--- config.mk ---
export PLATFORM = sky130hd
export DESIGN_NAME = pcc_pll_clock_control
export DESIGN_NICKNAME = d
export VERILOG_FILES = /design/src/pcc_pkg.sv /design/src/pcc_pll_clock_control.sv
export SDC_FILE = /design/constraint.sdc
export NUM_CORES = 1
export LEC_CHECK = 0
export BUFFER_PORTS_ARGS = -buffer_cell sky130_fd_sc_hd__buf_2
export CAP_MARGIN = 40
export CORE_UTILIZATION = 52
export DETAILED_ROUTE_END_ITERATION = 8
export PLACE_DENSITY_LB_ADDON = 0.3
export SLEW_MARGIN = 20
export SYNTH_ARGS = -nofsm -noshare
export SYNTH_HDL_FRONTEND = slang
export SYNTH_SLANG_ARGS = --single-unit
--- constraint.sdc ---
create_clock -name clk_sys -period 4.7 [get_ports clk_sys]
set_input_delay 0.705 -clock clk_sys [delete_from_list [all_inputs] [get_ports clk_sys]]
set_output_delay 0.705 -clock clk_sys [all_outputs]
set_load 0.01 [all_outputs]
--- src/pcc_pkg.sv ---
// pcc_pkg: constants, field layouts and types of the pll clock control block
// assumes a classic wishbone master with 32-bit data; registers use byte lane 0
package pcc_pkg;

  // ----------------------------------------------------------------
  // register map (byte addresses, one word each)
  // ----------------------------------------------------------------
  localparam logic [7:0] ADR_CTRL  = 8'h00;
  localparam logic [7:0] ADR_BWCTL = 8'h04;
  localparam logic [7:0] ADR_PROG  = 8'h08;

  // ----------------------------------------------------------------
  // field positions and reset values
  // ----------------------------------------------------------------
  localparam int         BIT_HI     = 7;
  localparam int         BIT_MID    = 6;
  localparam int         BIT_LOW    = 5;
  localparam int         BIT_FOUR   = 4;
  localparam logic [3:0] NIB_ONES   = 4'hF;
  localparam logic [3:0] NIB_ZERO   = 4'h0;
  localparam logic [3:0] RATIO_MIN  = 4'h1;
  localparam logic [3:0] RATIO_RST  = 4'h6;
  localparam logic [3:0] RANGE_RST  = 4'h6;
  localparam logic [1:0] SW_EDGES   = 2'h3;

  // asynchronous inputs sampled by the three-stage filter
  localparam int IN_XTAL  = 0;
  localparam int IN_VCO   = 1;
  localparam int IN_LOCK  = 2;
  localparam int IN_TRACK = 3;
  localparam int N_ASYNC  = 4;

  typedef struct packed {
    logic irqEn;
    logic lockChg;
    logic loopOn;
    logic baseSel;
  } pcc_ctrl_s;

  typedef enum logic [1:0] {
    SW_RUN = 2'b00,
    SW_OLD = 2'b01,
    SW_NEW = 2'b10
  } pcc_sw_e;

endpackage : pcc_pkg

--- src/pcc_pll_clock_control.sv ---
// pcc_pll_clock_control: pll control, bandwidth and programming registers,
// base clock selection with changeover hold, lock change flag and irq
// assumes crystal, vco, lock and track levels arrive asynchronously and are
// slow against clk_sys; stop_mode is a level from logic on clk_sys
`timescale 1ns/1ps
module pcc_pll_clock_control (
  // system
  input  wire logic        clk_sys,
  input  wire logic        rstn,
  // wishbone slave
  input  wire logic        wb_cyc_i,
  input  wire logic        wb_stb_i,
  input  wire logic        wb_we_i,
  input  wire logic [7:0]  wb_adr_i,
  input  wire logic [3:0]  wb_sel_i,
  input  wire logic [31:0] wb_dat_i,
  output logic      [31:0] wb_dat_o,
  output logic             wb_ack_o,
  // analogue side
  input  wire logic        xtal_clk,
  input  wire logic        vco_clk,
  input  wire logic        lockRaw,
  input  wire logic        trackRaw,
  // system integration
  input  wire logic        osc_pll_enable,
  input  wire logic        stopMode,
  // outputs
  output logic             base_clk_out,
  output logic             xtalClkOut,
  output logic             pll_irq,
  output logic             vcoEnable,
  output logic             autoModeOut,
  output logic             acqTrackOut,
  output logic [3:0]       feedbackRatio,
  output logic [3:0]       vcoRange
);

  // ----------------------------------------------------------------
  // input filter: three stages, change taken when two and three agree
  // ----------------------------------------------------------------
  logic [pcc_pkg::N_ASYNC-1:0] syncA_ff;
  logic [pcc_pkg::N_ASYNC-1:0] syncB_ff;
  logic [pcc_pkg::N_ASYNC-1:0] syncC_ff;
  logic [pcc_pkg::N_ASYNC-1:0] filt_ff;
  logic [pcc_pkg::N_ASYNC-1:0] filtPrev_ff;
  logic [pcc_pkg::N_ASYNC-1:0] rawIn;
  logic [pcc_pkg::N_ASYNC-1:0] nxt_filt;

  assign rawIn = {trackRaw, lockRaw, vco_clk, xtal_clk};

  genvar gi;
  generate
    for (gi = 0; gi < pcc_pkg::N_ASYNC; gi = gi + 1) begin : g_filt
      assign nxt_filt[gi] = (syncB_ff[gi] == syncC_ff[gi]) ? syncC_ff[gi] : filt_ff[gi];
    end
  endgenerate

  always_ff @(posedge clk_sys or negedge rstn) begin
    if (!rstn) begin
      syncA_ff    <= '0;
      syncB_ff    <= '0;
      syncC_ff    <= '0;
      filt_ff     <= '0;
      filtPrev_ff <= '0;
    end else begin
      syncA_ff    <= rawIn;
      syncB_ff    <= syncA_ff;
      syncC_ff    <= syncB_ff;
      filt_ff     <= nxt_filt;
      filtPrev_ff <= filt_ff;
    end
  end

  // clocks only count while the system keeps oscillator and pll enabled
  wire xtalRise = osc_pll_enable & filt_ff[pcc_pkg::IN_XTAL] & ~filtPrev_ff[pcc_pkg::IN_XTAL];
  wire vcoRise  = osc_pll_enable & filt_ff[pcc_pkg::IN_VCO] & ~filtPrev_ff[pcc_pkg::IN_VCO];
  wire lockLvl  = filt_ff[pcc_pkg::IN_LOCK];
  wire lockEdge = filt_ff[pcc_pkg::IN_LOCK] ^ filtPrev_ff[pcc_pkg::IN_LOCK];

  // ----------------------------------------------------------------
  // wishbone decode
  // ----------------------------------------------------------------
  logic ack_ff;
  wire  access  = wb_cyc_i & wb_stb_i & ~ack_ff;
  wire  wrLane  = access & wb_we_i & wb_sel_i[0];
  wire  rdAcc   = access & ~wb_we_i;
  wire  hitCtrl = wb_adr_i[7:2] == pcc_pkg::ADR_CTRL[7:2];
  wire  hitBw   = wb_adr_i[7:2] == pcc_pkg::ADR_BWCTL[7:2];
  wire  hitProg = wb_adr_i[7:2] == pcc_pkg::ADR_PROG[7:2];
  wire  wrCtrl  = wrLane & hitCtrl;
  wire  wrBw    = wrLane & hitBw;
  wire  wrProg  = wrLane & hitProg;
  wire  rdCtrl  = rdAcc & hitCtrl;
  wire [7:0] wd = wb_dat_i[7:0];

  // ----------------------------------------------------------------
  // register state
  // ----------------------------------------------------------------
  pcc_pkg::pcc_ctrl_s ctrl_ff;
  logic       auto_ff;
  logic       acqSaved_ff;
  logic       refLoss_ff;
  logic [3:0] ratio_ff;
  logic [3:0] range_ff;

  wire rangeZero = range_ff == pcc_pkg::NIB_ZERO;
  wire wLoopOn   = wd[pcc_pkg::BIT_LOW];
  wire wSel      = wd[pcc_pkg::BIT_FOUR];

  pcc_pkg::pcc_ctrl_s nxt_ctrl;
  // select only sets from an already running loop, never with range zero
  wire selAllowed = ctrl_ff.loopOn & ~rangeZero;
  // loop stays on while the vco is still the selected source
  wire loopHold   = ctrl_ff.baseSel;
  wire chgSet     = auto_ff & lockEdge;

  assign nxt_ctrl.irqEn   = (wrCtrl & auto_ff) ? wd[pcc_pkg::BIT_HI] : ctrl_ff.irqEn;
  // a lock change in the same cycle as the clearing read wins
  assign nxt_ctrl.lockChg = chgSet | (ctrl_ff.lockChg & ~rdCtrl);
  assign nxt_ctrl.loopOn  = wrCtrl ? (wLoopOn | loopHold) : ctrl_ff.loopOn;
  assign nxt_ctrl.baseSel = (stopMode | rangeZero) ? 1'b0 :
                            wrCtrl ? (wSel & (selAllowed | ctrl_ff.baseSel)) : ctrl_ff.baseSel;

  always_ff @(posedge clk_sys or negedge rstn) begin
    if (!rstn) begin
      ctrl_ff <= '{irqEn: 1'b0, lockChg: 1'b0, loopOn: 1'b1, baseSel: 1'b0};
    end else begin
      ctrl_ff <= nxt_ctrl;
    end
  end

  // bandwidth control; test nibble is not stored
  always_ff @(posedge clk_sys or negedge rstn) begin
    if (!rstn) begin
      auto_ff     <= 1'b0;
      acqSaved_ff <= 1'b0;
    end else if (wrBw) begin
      auto_ff     <= wd[pcc_pkg::BIT_HI];
      // the manual value survives auto mode untouched
      acqSaved_ff <= auto_ff ? acqSaved_ff : wd[pcc_pkg::BIT_LOW];
    end
  end

  // ref loss: software arms it, a crystal edge disarms it
  always_ff @(posedge clk_sys or negedge rstn) begin
    if (!rstn) begin
      refLoss_ff <= 1'b0;
    end else if (wrBw & wd[pcc_pkg::BIT_FOUR] & ctrl_ff.baseSel) begin
      refLoss_ff <= 1'b1;
    end else if (xtalRise | ~ctrl_ff.baseSel) begin
      refLoss_ff <= 1'b0;
    end
  end

  // programming register, frozen while the loop runs
  always_ff @(posedge clk_sys or negedge rstn) begin
    if (!rstn) begin
      ratio_ff <= pcc_pkg::RATIO_RST;
      range_ff <= pcc_pkg::RANGE_RST;
    end else if (wrProg & ~ctrl_ff.loopOn) begin
      ratio_ff <= wd[7:4];
      range_ff <= wd[3:0];
    end
  end

  // ----------------------------------------------------------------
  // read data
  // ----------------------------------------------------------------
  wire lockRd  = auto_ff & lockLvl;
  wire acqRd   = auto_ff ? filt_ff[pcc_pkg::IN_TRACK] : acqSaved_ff;
  wire [7:0] ctrlRd = {ctrl_ff.irqEn & auto_ff,
                       ctrl_ff.lockChg & auto_ff,
                       ctrl_ff.loopOn, ctrl_ff.baseSel,
                       pcc_pkg::NIB_ONES};
  wire [7:0] bwRd   = {auto_ff, lockRd, acqRd,
                       refLoss_ff & ctrl_ff.baseSel,
                       pcc_pkg::NIB_ZERO};
  wire [7:0] progRd = {ratio_ff, range_ff};
  wire [7:0] rdMux  = hitCtrl ? ctrlRd : hitBw ? bwRd : hitProg ? progRd : 8'h00;

  always_ff @(posedge clk_sys or negedge rstn) begin
    if (!rstn) begin
      ack_ff   <= 1'b0;
      wb_dat_o <= 32'h0000_0000;
    end else begin
      ack_ff   <= access;
      wb_dat_o <= rdAcc ? {24'h00_0000, rdMux} : 32'h0000_0000;
    end
  end

  assign wb_ack_o = ack_ff;

  // ----------------------------------------------------------------
  // base clock changeover and halving
  // ----------------------------------------------------------------
  pcc_pkg::pcc_sw_e swState_ff;
  pcc_pkg::pcc_sw_e nxt_swState;
  logic       curSrc_ff;
  logic [1:0] swCnt_ff;
  logic [1:0] nxt_swCnt;
  logic       nxt_curSrc;
  logic       baseClk_ff;

  // select one is the vco, zero the crystal
  wire srcRise = curSrc_ff ? vcoRise : xtalRise;
  wire lastEdg = srcRise & (swCnt_ff == pcc_pkg::SW_EDGES - 2'h1);

  always_comb begin
    nxt_swState = swState_ff;
    nxt_swCnt   = swCnt_ff;
    nxt_curSrc  = curSrc_ff;
    unique case (swState_ff)
      pcc_pkg::SW_RUN: begin
        if (ctrl_ff.baseSel != curSrc_ff) begin
          nxt_swState = pcc_pkg::SW_OLD;
          nxt_swCnt   = 2'h0;
        end
      end
      pcc_pkg::SW_OLD: begin
        // let the old source run out before taking the new one
        if (lastEdg) begin
          nxt_swState = pcc_pkg::SW_NEW;
          nxt_swCnt   = 2'h0;
          nxt_curSrc  = ctrl_ff.baseSel;
        end else if (srcRise) begin
          nxt_swCnt = swCnt_ff + 2'h1;
        end
      end
      pcc_pkg::SW_NEW: begin
        if (lastEdg) begin
          nxt_swState = pcc_pkg::SW_RUN;
          nxt_swCnt   = 2'h0;
        end else if (srcRise) begin
          nxt_swCnt = swCnt_ff + 2'h1;
        end
      end
      default: begin
        nxt_swState = pcc_pkg::SW_RUN;
        nxt_swCnt   = 2'h0;
      end
    endcase
  end

  always_ff @(posedge clk_sys or negedge rstn) begin
    if (!rstn) begin
      swState_ff <= pcc_pkg::SW_RUN;
      swCnt_ff   <= 2'h0;
      curSrc_ff  <= 1'b0;
      baseClk_ff <= 1'b0;
    end else if (stopMode) begin
      // stop drops straight to the crystal with the output parked low
      swState_ff <= pcc_pkg::SW_RUN;
      swCnt_ff   <= 2'h0;
      curSrc_ff  <= 1'b0;
      baseClk_ff <= 1'b0;
    end else begin
      swState_ff <= nxt_swState;
      swCnt_ff   <= nxt_swCnt;
      curSrc_ff  <= nxt_curSrc;
      // one toggle per source edge gives half rate and even duty
      if (swState_ff == pcc_pkg::SW_RUN && srcRise) begin
        baseClk_ff <= ~baseClk_ff;
      end
    end
  end

  // ----------------------------------------------------------------
  // registered outputs
  // ----------------------------------------------------------------
  always_ff @(posedge clk_sys or negedge rstn) begin
    if (!rstn) begin
      base_clk_out  <= 1'b0;
      xtalClkOut    <= 1'b0;
      pll_irq       <= 1'b0;
      vcoEnable     <= 1'b0;
      autoModeOut   <= 1'b0;
      acqTrackOut   <= 1'b0;
      feedbackRatio <= pcc_pkg::RATIO_RST;
      vcoRange      <= pcc_pkg::RANGE_RST;
    end else begin
      base_clk_out  <= baseClk_ff & ~stopMode;
      xtalClkOut    <= filt_ff[pcc_pkg::IN_XTAL] & osc_pll_enable & ~stopMode;
      pll_irq       <= ctrl_ff.lockChg & ctrl_ff.irqEn & auto_ff & ~stopMode;
      vcoEnable     <= ctrl_ff.loopOn & ~rangeZero & osc_pll_enable & ~stopMode;
      autoModeOut   <= auto_ff;
      acqTrackOut   <= acqRd;
      feedbackRatio <= (ratio_ff == pcc_pkg::NIB_ZERO) ? pcc_pkg::RATIO_MIN : ratio_ff;
      vcoRange      <= range_ff;
    end
  end

  // ----------------------------------------------------------------
  // checks
  // ----------------------------------------------------------------
  chk_irq_source: assert property (@(posedge clk_sys) disable iff (!rstn)
    pll_irq |-> $past(ctrl_ff.lockChg) && $past(ctrl_ff.irqEn) && $past(auto_ff))
    else $error("irq without flag, enable and auto");

  chk_flag_clear: assert property (@(posedge clk_sys) disable iff (!rstn)
    (rdCtrl && !chgSet) |=> !ctrl_ff.lockChg)
    else $error("control read left the flag set");

  chk_flag_wins: assert property (@(posedge clk_sys) disable iff (!rstn)
    chgSet |=> ctrl_ff.lockChg)
    else $error("lock change lost");

  chk_loop_held: assert property (@(posedge clk_sys) disable iff (!rstn)
    ctrl_ff.baseSel |-> ctrl_ff.loopOn)
    else $error("vco selected with loop off");

  chk_sel_refused: assert property (@(posedge clk_sys) disable iff (!rstn)
    (wrCtrl && !ctrl_ff.loopOn) |=> !ctrl_ff.baseSel)
    else $error("select set from loop off");

  chk_range_zero: assert property (@(posedge clk_sys) disable iff (!rstn)
    rangeZero |=> !ctrl_ff.baseSel ##1 !vcoEnable)
    else $error("range zero kept vco");

  chk_manual_reads: assert property (@(posedge clk_sys) disable iff (!rstn)
    (rdAcc && hitCtrl && !auto_ff) |=> wb_ack_o && wb_dat_o[7:6] == 2'h0 && wb_dat_o[3:0] == pcc_pkg::NIB_ONES)
    else $error("manual control read wrong");

  chk_loss_gated: assert property (@(posedge clk_sys) disable iff (!rstn)
    (rdAcc && hitBw && !ctrl_ff.baseSel) |=> !wb_dat_o[4])
    else $error("ref loss seen on crystal");

  chk_prog_frozen: assert property (@(posedge clk_sys) disable iff (!rstn)
    (wrProg && ctrl_ff.loopOn) |=> $stable(ratio_ff) && $stable(range_ff))
    else $error("programming changed while loop on");

  chk_switch_static: assert property (@(posedge clk_sys) disable iff (!rstn)
    (swState_ff != pcc_pkg::SW_RUN && !stopMode) |=> $stable(baseClk_ff))
    else $error("base clock moved during changeover");

  chk_stop_low: assert property (@(posedge clk_sys) disable iff (!rstn)
    stopMode |=> !base_clk_out && !pll_irq && !xtalClkOut && !ctrl_ff.baseSel)
    else $error("stop left outputs running");

  // manual mode must silence the request whatever the hidden enable holds
  chk_irq_manual: assert property (@(posedge clk_sys) disable iff (!rstn)
    !auto_ff |=> !pll_irq)
    else $error("irq raised in manual mode");

  chk_irqen_frozen: assert property (@(posedge clk_sys) disable iff (!rstn)
    (wrCtrl && !auto_ff) |=> $stable(ctrl_ff.irqEn))
    else $error("irq enable written in manual mode");

  chk_low_ones: assert property (@(posedge clk_sys) disable iff (!rstn)
    (rdAcc && hitCtrl) |=> wb_dat_o[3:0] == pcc_pkg::NIB_ONES)
    else $error("control low nibble not ones");

  chk_lock_manual: assert property (@(posedge clk_sys) disable iff (!rstn)
    (rdAcc && hitBw && !auto_ff) |=> !wb_dat_o[6])
    else $error("lock seen in manual mode");

  // an auto-mode write must not disturb the saved manual acq value
  chk_acq_saved: assert property (@(posedge clk_sys) disable iff (!rstn)
    (wrBw && auto_ff) |=> $stable(acqSaved_ff))
    else $error("saved acq value changed in auto mode");

  chk_base_toggle: assert property (@(posedge clk_sys) disable iff (!rstn)
    (swState_ff == pcc_pkg::SW_RUN && srcRise && !stopMode) |=> $changed(baseClk_ff))
    else $error("base clock missed a source edge");

  chk_ratio_min: assert property (@(posedge clk_sys) disable iff (!rstn)
    (ratio_ff == pcc_pkg::NIB_ZERO) |=> feedbackRatio == pcc_pkg::RATIO_MIN)
    else $error("ratio zero not taken as one");

endmodule : pcc_pll_clock_control

==> results by group <==
Timing
  – RSZ-0062 raised after global routing: no
  – Hold_ws: 348 ps
  – Rel. slew slack: 50.7%
  – Tightest Pin Transition: 739 ps
  – Final Hold Viols: 0
  – F_max: 0.539 GHz
  – Period utilisation layout: 39.5%
  – Final setup fails: 0
  – Final min period: 1860 ps
  – Setup TNS: 0 ps
  – Slew Limit Fails: 0
  – Setup ws final: 2840 ps
  – Final Skew: 3.79 ps

Global route
  – Met3 Use GR: 7.13%
  – Initial antenna violation count: 0
  – GR peak layer: met2
  – Global-route wire length before repair: 6640 um
  – Tot GR Track Use: 17.5%
  – Largest net degree at the start of global routing: 64
  – Grt met2 use: 25.2%
  – Number of global-route vias before repair: 1428
  – Met1 Use GR: 22.9%
  – Gr ovfl total: 0

Routing
  – Detailed-route DRC error count: 0
  – WL per Instance: 12.4 um
  – Vias after detailed routing: 1643
  – DRT antenna net count: 0
  – Starting DRT DRC Count: 73
  – Routed WL: 4200 um
  – DR pass1 iterations: 4
  – Detailed-route vias per instance: 4.85

Hold path
  – Min-Delay Path Depth: 0
  – Hold EP: syncB_ff[3]
  – Min-delay src: syncA_ff[3]
  – Worst Hold Class: reg2reg

Yosys
  – Post-Synth XOR/XNOR Area: 0.991%
  – Post-synth top flop: dfrtp_1
  – Mux share of post-synthesis cell area: 5.85%
  – Number of synthesized flops with an enable pin: 0
  – Synthesized area: 2650 sq um
  – Post-Syn Area per Cell: 12.3 sq um
  – Synth Area in Compound Gates: 5.90%
  – Post-synth top area share: 50.9%
  – Post-Synth Adder-Cell Area: 2.92%
  – Yosys warning total: 0
  – Sequential-to-total area share from yosys stat: 59.9%
  – Post-synth cell types: 45
  – Mapped Cells: 216
  – #FFs+latches synth: 63
  – Largest family of logic cells by synthesized area: simple AND/OR/NAND/NOR gates
  – Synth area leaders: dfrtp_1, dfstp_2, buf_4
  – Largest area contributor in the synthesized netlist: dfrtp_1
  – Simple-gate portion of the synthesized area: 15.1%
  – Ys async rst share: 100%

Die
  – IO Count: 102
  – Die Y: 73.4 um
  – FP Rows: 25
  – Die width: 73.4 um
  – Die footprint: 5390 sq um
  – Initial cell density of the core: 55.1%
  – Core Footprint: 4820 sq um

Clock tree
  – Post-CTS Setup Inserts: 0
  – Resize count post-CTS: 0
  – Clk buf depth: 2
  – Worst-path clk slew: 60 ps
  – Clock Sinks: 63
  – Insertion delay to the later sink of the worst-skew pair: 330 ps
  – # H-tree levels: 3
  – Cts hold-fix bufs: 0
  – CTS Root Cell: clkbuf_8
  – CTS tree: yes
  – Total CTS buffers: 9

Finish
  – # nets final: 325
  – Number of diodes: 0
  – Proportion of layout cells with a drive suffix above 1: 33.5%
  – Finished Layout Cells: 339
  – Core Util, Final: 63.3%
  – Layout area overhead: 14.9%

Place
  – Port Buf Inserts: 48
  – Dpl hpwl: 2980 um
  – RePlAce Congestion: 0.845
  – Setup slack at placement: 2500 ps
  – Dpl cells: 323

Setup path
  – Kind of critical path: in2reg
  – Reg2Reg Depth: 4
  – Crit path max fanout: 5
  – Critical path required time: 4900 ps
  – Type of origin of the critical path: input port
  – Worst R2R End: ratio_ff[3]
  – CP peak stage delay: 590 ps
  – Delay-heaviest family, CP: simple AND/OR/NAND/NOR gates
  – Critical-path top delay cell: or4_4
  – Critical Path AT: 2060 ps
  – CP Cell Sequence: buf_2 > or4_4 > or3_4 > nor3b_1 > nor4_1
  – Number of buffers and inverters on the critical path: 1
  – Worst setup EP type: register
  – R2r setup slk: 3000 ps
  – R2R Path Start: wb_ack_o

Pwr
  – Leakage: 1.49 nW
  – Worst vdd ir: 0.234 mV
  – P per Cell Area: 374 nW/um^2

Run status
  – Status: finished clean

Run
  – Max-Cap Viols: 0
worst max path at each step:
stage,start,end,slack (ps),cells after the start
after floorplan,wb_adr_i[7],loopHold,2690,4
after global placement,wb_adr_i[7],loopHold,2500,5
after detailed placement,wb_adr_i[7],loopHold,2500,5
after CTS,wb_adr_i[7],loopHold,2850,5
after global routing,wb_adr_i[7],loopHold,2770,5
final,wb_adr_i[7],loopHold,2840,5
area by class of cell:
| class | instances | area (sq um) |
|---|---|---|
| sequential | 63 | 1590 |
| fill | 418 | 1770 |
| clock buffer | 13 | 149 |
| multi-input combinational | 136 | 907 |
| inverter | 8 | 30.0 |
| clock inverter | 3 | 42.5 |
| timing repair buffer | 49 | 248 |
| tap | 67 | 83.8 |
cell usage in the layout, fill, tap and decap left out, drive strengths merged, types with 3 or more instances in the layout:
master and n:
nand3b 4, conb 24, inv 8, nand2 12, and3b 3, nor2 11
ha 3, mux2 12, clkbuf 13, o21ai 3, nor2b 4, buf 49
a211oi 3, maj3 4, a21oi 11, nor3b 4, nand3 8, dfstp 9
dfrtp 54, nor3 4
metrics by stage:
step	cell area (sq um)	total power, mW
after global placement	2860	0.700
final	3050	1.14
after detailed placement	2860	0.703
after CTS	3050	1.16
after global routing	3050	1.20
after floorplan	2740	0.676
synthesized netlist by cell type, drive strengths merged (2+ instances only):
| cell type | number |
|---|---|
| a2111oi | 2 |
| a211oi | 3 |
| a21oi | 11 |
| a31oi | 2 |
| and3b | 3 |
| buf | 28 |
| clkbuf | 4 |
| dfrtp | 54 |
| dfstp | 9 |
| ha | 3 |
| inv | 8 |
| maj3 | 4 |
| mux2 | 12 |
| mux2i | 2 |
| nand2 | 12 |
| nand3 | 8 |
| nand3b | 4 |
| nand4b | 2 |
| nor2 | 11 |
| nor2b | 4 |
| nor3 | 4 |
| nor3b | 4 |
| nor4 | 2 |
| o21ai | 3 |
| or3 | 2 |
| xor2 | 2 |
sequential cells by signal, summed over array words and instances (netlist names), 2 cells and up:
register       cells
filt_ff            4
syncA_ff           4
ctrl_ff            2
wb_dat_o           8
feedbackRatio      4
vcoRange           4
ratio_ff           4
swCnt_ff           2
swState_ff         2
syncC_ff           4
syncB_ff           4
filtPrev_ff        3
range_ff           4
where the power goes:
| group | total (mW) | switching [mW] | internal [mW] |
|---|---|---|---|
| logic | 0.108 | 0.0652 | 0.0427 |
| registers | 0.585 | 0.0150 | 0.570 |
| clock network | 0.448 | 0.189 | 0.259 |
routing by layer:
metal	vias to the layer above	share of wire [%]
met5	-	0
met4	0	1.7
met3	11	5.4
met2	53	46
met1	777	47
li1	802	-
kinds of logic (layout without fill, tap and decap cells):
logic type | after synthesis | count (layout)
multiplexers | 14 | 14
other | 1 | 24
adder cells (fa/ha/maj) | 7 | 7
AND/OR/NAND/NOR | 63 | 63
flip-flops | 63 | 63
buffers and inverters | 40 | 73
XOR/XNOR | 3 | 3
AO/OA/AOI/OAI | 25 | 25
(Power assumes the default switching activity.)
